**src/hw/ptse_pkg.sv**
```systemverilog
package ptse_pkg;
  localparam int PTSE_ADDR_W = 4;
  localparam int PTSE_DATA_W = 32;
  // register byte offsets
  localparam logic [3:0] PTSE_OFF_CTRL = 4'h0;
  localparam logic [3:0] PTSE_OFF_STAT = 4'h4;
  // control register fields (16-bit pwm_time_base_control image)
  localparam int PTSE_EN_BIT = 15;
  localparam int PTSE_SRC_LSB = 4;
  localparam int PTSE_SRC_W = 3;
  localparam int PTSE_PS_LSB = 0;
  localparam int PTSE_PS_W = 4;
  localparam logic [15:0] PTSE_CTRL_RST = 16'h0000;
  localparam logic [15:0] PTSE_CTRL_MASK = 16'h807F;
  // status register fields
  localparam int PTSE_STAT_CNT_LSB = 0;
  localparam int PTSE_STAT_SYNC_BIT = 8;
  localparam int PTSE_STAT_BAD_BIT = 9;
  // sync source codes
  localparam logic [2:0] PTSE_SRC_EXT = 3'h0;
  localparam logic [2:0] PTSE_SRC_TG16 = 3'h2;
  localparam logic [2:0] PTSE_SRC_TG17 = 3'h3;
  localparam logic [3:0] PTSE_PS_RST = 4'h0;
  localparam logic [31:0] PTSE_UNMAPPED_RD = 32'h0000_0000;
endpackage

```
**src/hw/ptse_cfg_if.sv**
```systemverilog
`timescale 1ns/1ps
interface ptse_cfg_if;
  logic time_base_enable;
  logic [2:0] sync_source_select;
  logic [3:0] event_trigger_postscale;
  logic [3:0] ps_count;
  logic sync_level;
  logic src_reserved;
  modport regs (output time_base_enable, output sync_source_select, output event_trigger_postscale,
                input ps_count, input sync_level, input src_reserved);
  modport core (input time_base_enable, input sync_source_select, input event_trigger_postscale,
                output ps_count, output sync_level, output src_reserved);
endinterface

```
**src/hw/ptse_top.sv**
```systemverilog
// Overview of operation
// [RULE1] sync source 000 external input, 010 generator output 16, 011 output 17
// [RULE2] software never programs source codes 001 or 100 through 111
// [RULE3] postscale field value plus one compare matches per special event trigger
// [RULE4] postscale 0000 triggers on every compare match
// [RULE5] postscale 0001 triggers on every second compare match
// [RULE6] software changes source and postscale only while time base disabled
// [RULE7] with external sync, period set slightly above external sync period
// [RULE8] event counter cleared when disabled, counts matches, wraps on trigger
`timescale 1ns/1ps
module ptse_top
  import ptse_pkg::*;
(
  input wire logic ref_clk_i, // 50 MHz clock
  input wire logic sys_rst_i, // sync reset, active high
  input wire logic [ptse_pkg::PTSE_ADDR_W-1:0] avs_address_i, // byte address
  input wire logic avs_read_i, // read strobe
  input wire logic avs_write_i, // write strobe
  input wire logic [ptse_pkg::PTSE_DATA_W-1:0] avs_writedata_i, // write data
  input wire logic [3:0] avs_byteenable_i, // byte enables
  output logic [ptse_pkg::PTSE_DATA_W-1:0] avs_readdata_o, // read data
  output logic avs_waitrequest_o, // stall
  input wire logic external_sync_input_i, // pin-routed sync input
  input wire logic trigger_gen_output_16_i, // trigger generator output 16
  input wire logic trigger_gen_output_17_i, // trigger generator output 17
  input wire logic compare_match_i, // compare-match event pulse
  output logic time_base_enable_o, // time base enable
  output logic sync_o, // selected sync, registered
  output logic special_event_trigger_o // special event trigger pulse
);
  import ptse_pkg::*;

  ptse_cfg_if cfg();

  logic [15:0] ctrl_reg;
  logic [31:0] rdata_reg;
  logic ack_reg;
  logic sync_reg;
  logic trig;
  logic [3:0] cnt;
  logic sel_sync;
  logic bad;

  // one wait cycle per access, answer on the second edge
  assign avs_waitrequest_o = (avs_read_i || avs_write_i) && !ack_reg;

  always_ff @(posedge ref_clk_i) begin
    if (sys_rst_i) begin
      ack_reg <= 1'b0;
    end else begin
      ack_reg <= (avs_read_i || avs_write_i) && !ack_reg;
    end
  end

  always_ff @(posedge ref_clk_i) begin
    if (sys_rst_i) begin
      ctrl_reg <= PTSE_CTRL_RST;
    end else if (avs_write_i && ack_reg && avs_address_i == PTSE_OFF_CTRL) begin
      if (avs_byteenable_i[0]) begin
        ctrl_reg[7:0] <= avs_writedata_i[7:0] & PTSE_CTRL_MASK[7:0];
      end
      if (avs_byteenable_i[1]) begin
        ctrl_reg[15:8] <= avs_writedata_i[15:8] & PTSE_CTRL_MASK[15:8];
      end
    end
  end

  always_ff @(posedge ref_clk_i) begin
    if (sys_rst_i) begin
      rdata_reg <= '0;
    end else if (avs_read_i && !ack_reg) begin
      if (avs_address_i == PTSE_OFF_CTRL) begin
        rdata_reg <= {16'h0000, ctrl_reg};
      end else if (avs_address_i == PTSE_OFF_STAT) begin
        rdata_reg <= '0;
        rdata_reg[PTSE_STAT_CNT_LSB +: 4] <= cfg.ps_count;
        rdata_reg[PTSE_STAT_SYNC_BIT] <= cfg.sync_level;
        rdata_reg[PTSE_STAT_BAD_BIT] <= cfg.src_reserved;
      end else begin
        rdata_reg <= PTSE_UNMAPPED_RD;
      end
    end
  end

  assign avs_readdata_o = rdata_reg;

  assign cfg.time_base_enable = ctrl_reg[PTSE_EN_BIT];
  assign cfg.sync_source_select = ctrl_reg[PTSE_SRC_LSB +: PTSE_SRC_W];
  assign cfg.event_trigger_postscale = ctrl_reg[PTSE_PS_LSB +: PTSE_PS_W];

  // reserved codes give no sync and are flagged in status
  always_comb begin
    sel_sync = 1'b0;
    bad = 1'b0;
    case (cfg.sync_source_select)
      PTSE_SRC_EXT: sel_sync = external_sync_input_i; // [RULE1]
      PTSE_SRC_TG16: sel_sync = trigger_gen_output_16_i; // [RULE1]
      PTSE_SRC_TG17: sel_sync = trigger_gen_output_17_i; // [RULE1]
      default: bad = 1'b1; // [RULE2]
    endcase
  end

  always_ff @(posedge ref_clk_i) begin
    if (sys_rst_i || !cfg.time_base_enable) begin
      sync_reg <= 1'b0;
    end else begin
      sync_reg <= sel_sync; // [RULE1]
    end
  end

  assign cfg.sync_level = sync_reg;
  assign cfg.src_reserved = bad;
  assign cfg.ps_count = cnt;

  ptse_postscale #(
    .PS_W(PTSE_PS_W)
  ) u_ps (
    .ref_clk_i(ref_clk_i),
    .sys_rst_i(sys_rst_i),
    .enable_i(cfg.time_base_enable),
    .ratio_i(cfg.event_trigger_postscale),
    .match_i(compare_match_i),
    .trig_o(trig),
    .count_o(cnt)
  );

  assign time_base_enable_o = cfg.time_base_enable;
  assign sync_o = sync_reg;
  assign special_event_trigger_o = trig;
endmodule

```
**src/hw/ptse_postscale.sv**
```systemverilog
`timescale 1ns/1ps
module ptse_postscale
  import ptse_pkg::*;
#(
  parameter int PS_W = 4
) (
  input wire logic ref_clk_i, // clock
  input wire logic sys_rst_i, // sync reset, high
  input wire logic enable_i, // time base enable
  input wire logic [PS_W-1:0] ratio_i, // divide ratio minus one
  input wire logic match_i, // compare-match event pulse
  output logic trig_o, // special event trigger pulse
  output logic [PS_W-1:0] count_o // event counter
);
  logic [PS_W-1:0] cnt_reg;
  logic trig_reg;
  logic hit;

  assign hit = (cnt_reg >= ratio_i);

  always_ff @(posedge ref_clk_i) begin
    if (sys_rst_i || !enable_i) begin
      cnt_reg <= '0; // [RULE8]
    end else if (match_i) begin
      if (hit) begin
        cnt_reg <= '0; // [RULE8] [RULE3]
      end else begin
        cnt_reg <= cnt_reg + 1'b1; // [RULE8]
      end
    end
  end

  always_ff @(posedge ref_clk_i) begin
    if (sys_rst_i || !enable_i) begin
      trig_reg <= 1'b0;
    end else begin
      trig_reg <= match_i && hit; // [RULE3] [RULE4] [RULE5]
    end
  end

  assign trig_o = trig_reg;
  assign count_o = cnt_reg;
endmodule

```
**config.mk**
```make
export PLATFORM = sky130hd
export DESIGN_NAME = ptse_top
export DESIGN_NICKNAME = d
export VERILOG_FILES = /design/src/hw/ptse_pkg.sv /design/src/hw/ptse_cfg_if.sv /design/src/hw/ptse_top.sv /design/src/hw/ptse_postscale.sv
export SDC_FILE = /design/constraint.sdc
export NUM_CORES = 1
export LEC_CHECK = 0
export CAP_MARGIN = 5
export CORE_MARGIN = 2
export CORE_UTILIZATION = 30
export CTS_CLUSTER_DIAMETER = 80
export DETAILED_ROUTE_END_ITERATION = 8
export DONT_BUFFER_PORTS = 1
export GPL_TIMING_DRIVEN = 0
export PLACE_DENSITY = 0.41
export SETUP_SLACK_MARGIN = 0.15
export SYNTH_ARGS = -nofsm -noshare
export SYNTH_HDL_FRONTEND = slang
export SYNTH_SLANG_ARGS = --single-unit
```
**constraint.sdc**
```tcl
create_clock -name ref_clk_i -period 1.7 [get_ports ref_clk_i]
set_input_delay 0.17 -clock ref_clk_i [delete_from_list [all_inputs] [get_ports ref_clk_i]]
set_output_delay 0.17 -clock ref_clk_i [all_outputs]
set_load 0.01 [all_outputs]
```
==> metrics.txt <==
status=finished clean; Cells after Synth=142; Die X=69.54 um; Diodes inserted=0; GRT Overall Usage=0.1180; synth warn=0; Area growth syn-to-layout=18.84%; met1 GRT Util=0.1484; final setup TNS=0 ns; fin crit share=0.8454; final hold vios=0; Cell Chain, Critical Path=ha_4 -> nand2b_4 -> a211oi_4 -> o21bai_2 -> and3_1; largest net degree at the start of global routing=16; total power=0.001075 W; crit-path max FO=4; number of flip-flops in the largest register=10; nets=223; drt drc=0; Max Fclk=0.6958 GHz; Data required, critical path=1.88 ns; M3 GR Usage=0.03634; distinct cell type count of the synthesized netlist=31; initial antenna violation count=0; WS Path Type=reg2reg; FP Rows=23; Congestion Overflow GR=0; fill cell count=418; hold_buf cts=0; most frequent cells in the layout=buf_4 (24), dfxtp_1 (24), conb_1 (22); final wirelength=2.719 mm; clock buffer depth=2; Clock Latency Late Sink=0.28 ns; vias in the first global route=960; CTS tree=done; Layout Skew=0.004469 ns; share of cells above drive strength 1=0.2249; IO buf count=0; register clock-pin slew on the reported worst setup and hold paths=0.10 ns; type of the worst min-delay path=in2reg; height of the die=69.54 um; kind of cell adding the most delay to the critical path=flip-flops; setup violators final=0; Post-Route Utilization=0.3774; crit start category=register; DR pass1 iterations=4; synthesized area=1289 um2; GR Util met2=0.1870; Pwr Density=701.8 nW/um2; DP HPWL=2.182 mm; die area=4836 um2; CORE AREA=4058 um2; Slew Viols, Final=0; CP bufs+invs=0; CP max stage cell=dfxtp_1; type of destination of the critical path=register; drt wl/cell=12.42 um; register area share after synthesis=0.3883; vias=987; most used routing layer in global routing=met2; Clock Root Buffer=clkbuf_8; Iteration-0 DRC Markers=25; Clock Sinks=25; max-cap violation count=0; RSZ-0062 raised after global routing=no; max incr delay on CP=0.42 ns; WP data arrival=1.62 ns; Vias/cell=4.507; H-tree levels=1; Mapped Avg Cell Area=9.076 um2; Initial Util=0.3176; register bit total from synthesis=25; minimum clock period=1.437 ns; Placer Congestion=0.7619; Inserted Clock Buffers=3; Antenna Nets Post-Route=0; global-route wire length before repair=4.636 mm; Leak=0.6830 nW; # IOs=84; Max VDD drop=258.8 uV
-- worst paths after layout --
path | endpoint | slack, ns | from | depth (start not counted)
setup / recovery | u_ps.trig_o | 0.26 | ctrl_reg[0] | 5
hold / removal | ctrl_reg[5] | 0.03 | avs_writedata_i[5] | 2
setup reg to reg | u_ps.trig_o | 0.26 | ctrl_reg[0] | 5
hold reg to reg | sync_o | 0.50 | ctrl_reg[6] | 1
-- through the flow --
stage,area (um2),cells,hold slack [ns],worst slack [ns]
after global placement,1430,213,0.3152,0.01434
after CTS,1489,217,0.02868,0.1662
final,1531,219,0.03194,0.2628
after detailed placement,1430,213,0.3241,0.03624
after global routing,1531,219,0.03261,0.1618
after floorplan,1368,163,0.3139,0.1843
-- routing by layer --
| metal | up-vias | wire (um) |
|---|---|---|
| li1 | 498 | - |
| met1 | 445 | 1244 |
| met2 | 39 | 1203 |
| met3 | 5 | 230 |
| met4 | 0 | 41 |
| met5 | - | 0 |
-- logic make-up (layout without fill, tap and decap cells) --
family                     count (synthesis)  in the layout  share of synthesized area
adders and majority gates                  5              5                    0.04854
AOI/OAI and AO/OA                         20             20                    0.09515
other                                      1             22                   0.002910
and+or+nand+nor                           47             47                     0.2049
xor gates and xnor gates                   1              1                   0.006797
DFF                                       25             25                     0.3883
muxes                                     13             13                     0.1010
buffers and inverters                     30             36                     0.1524
-- synth_stat cells (all sizes together) --
cell type	n	share of area
a211oi	2	0.012
a21oi	3	0.012
a22oi	4	0.023
a31oi	1	0.0049
and2	1	0.0058
and3	1	0.0049
buf	23	0.13
clkbuf	3	0.0087
conb	1	0.0029
dfxtp	25	0.39
ha	5	0.049
inv	4	0.012
mux2i	13	0.10
nand2	7	0.020
nand2b	3	0.015
nand3	2	0.0078
nand3b	1	0.0058
nand4	4	0.031
nor2	17	0.050
nor2b	3	0.015
nor3	4	0.016
nor3b	1	0.0058
nor4	1	0.017
nor4bb	1	0.0078
o2111ai	1	0.0068
o21ai	8	0.031
o21bai	1	0.0058
or3	1	0.0049
xor2	1	0.0068
-- repair_timing --
item,CTS,global route
setup buffers,0,2
gates resized for setup,3,4
setup endpoints to repair,4,4
pin swaps,1,3
-- area by class of cell --
| cell class | instances | area (um2) | share of cell area |
|---|---|---|---|
| sequential | 25 | 501.7 | 0.3276 |
| inverter | 4 | 15.01 | 0.009804 |
| buffer | 26 | 181.4 | 0.1185 |
| timing repair buffer | 2 | 15.01 | 0.009804 |
| clock buffer | 3 | 41.29 | 0.02696 |
| clock inverter | 1 | 7.507 | 0.004902 |
| multi-input combinational | 108 | 706.9 | 0.4616 |
| tap | 50 | 62.56 | 0.04085 |
-- power by group --
group | leakage, nW | switching [W] | internal [W]
Combinational | 0.459 | 0.0000584 | 0.0000473
Sequential | 0.202 | 0.00000390 | 0.000587
Clock | 0.0217 | 0.000211 | 0.000167
Total | 0.683 | 0.000273 | 0.000802
Power figures use the tool's default switching activity.
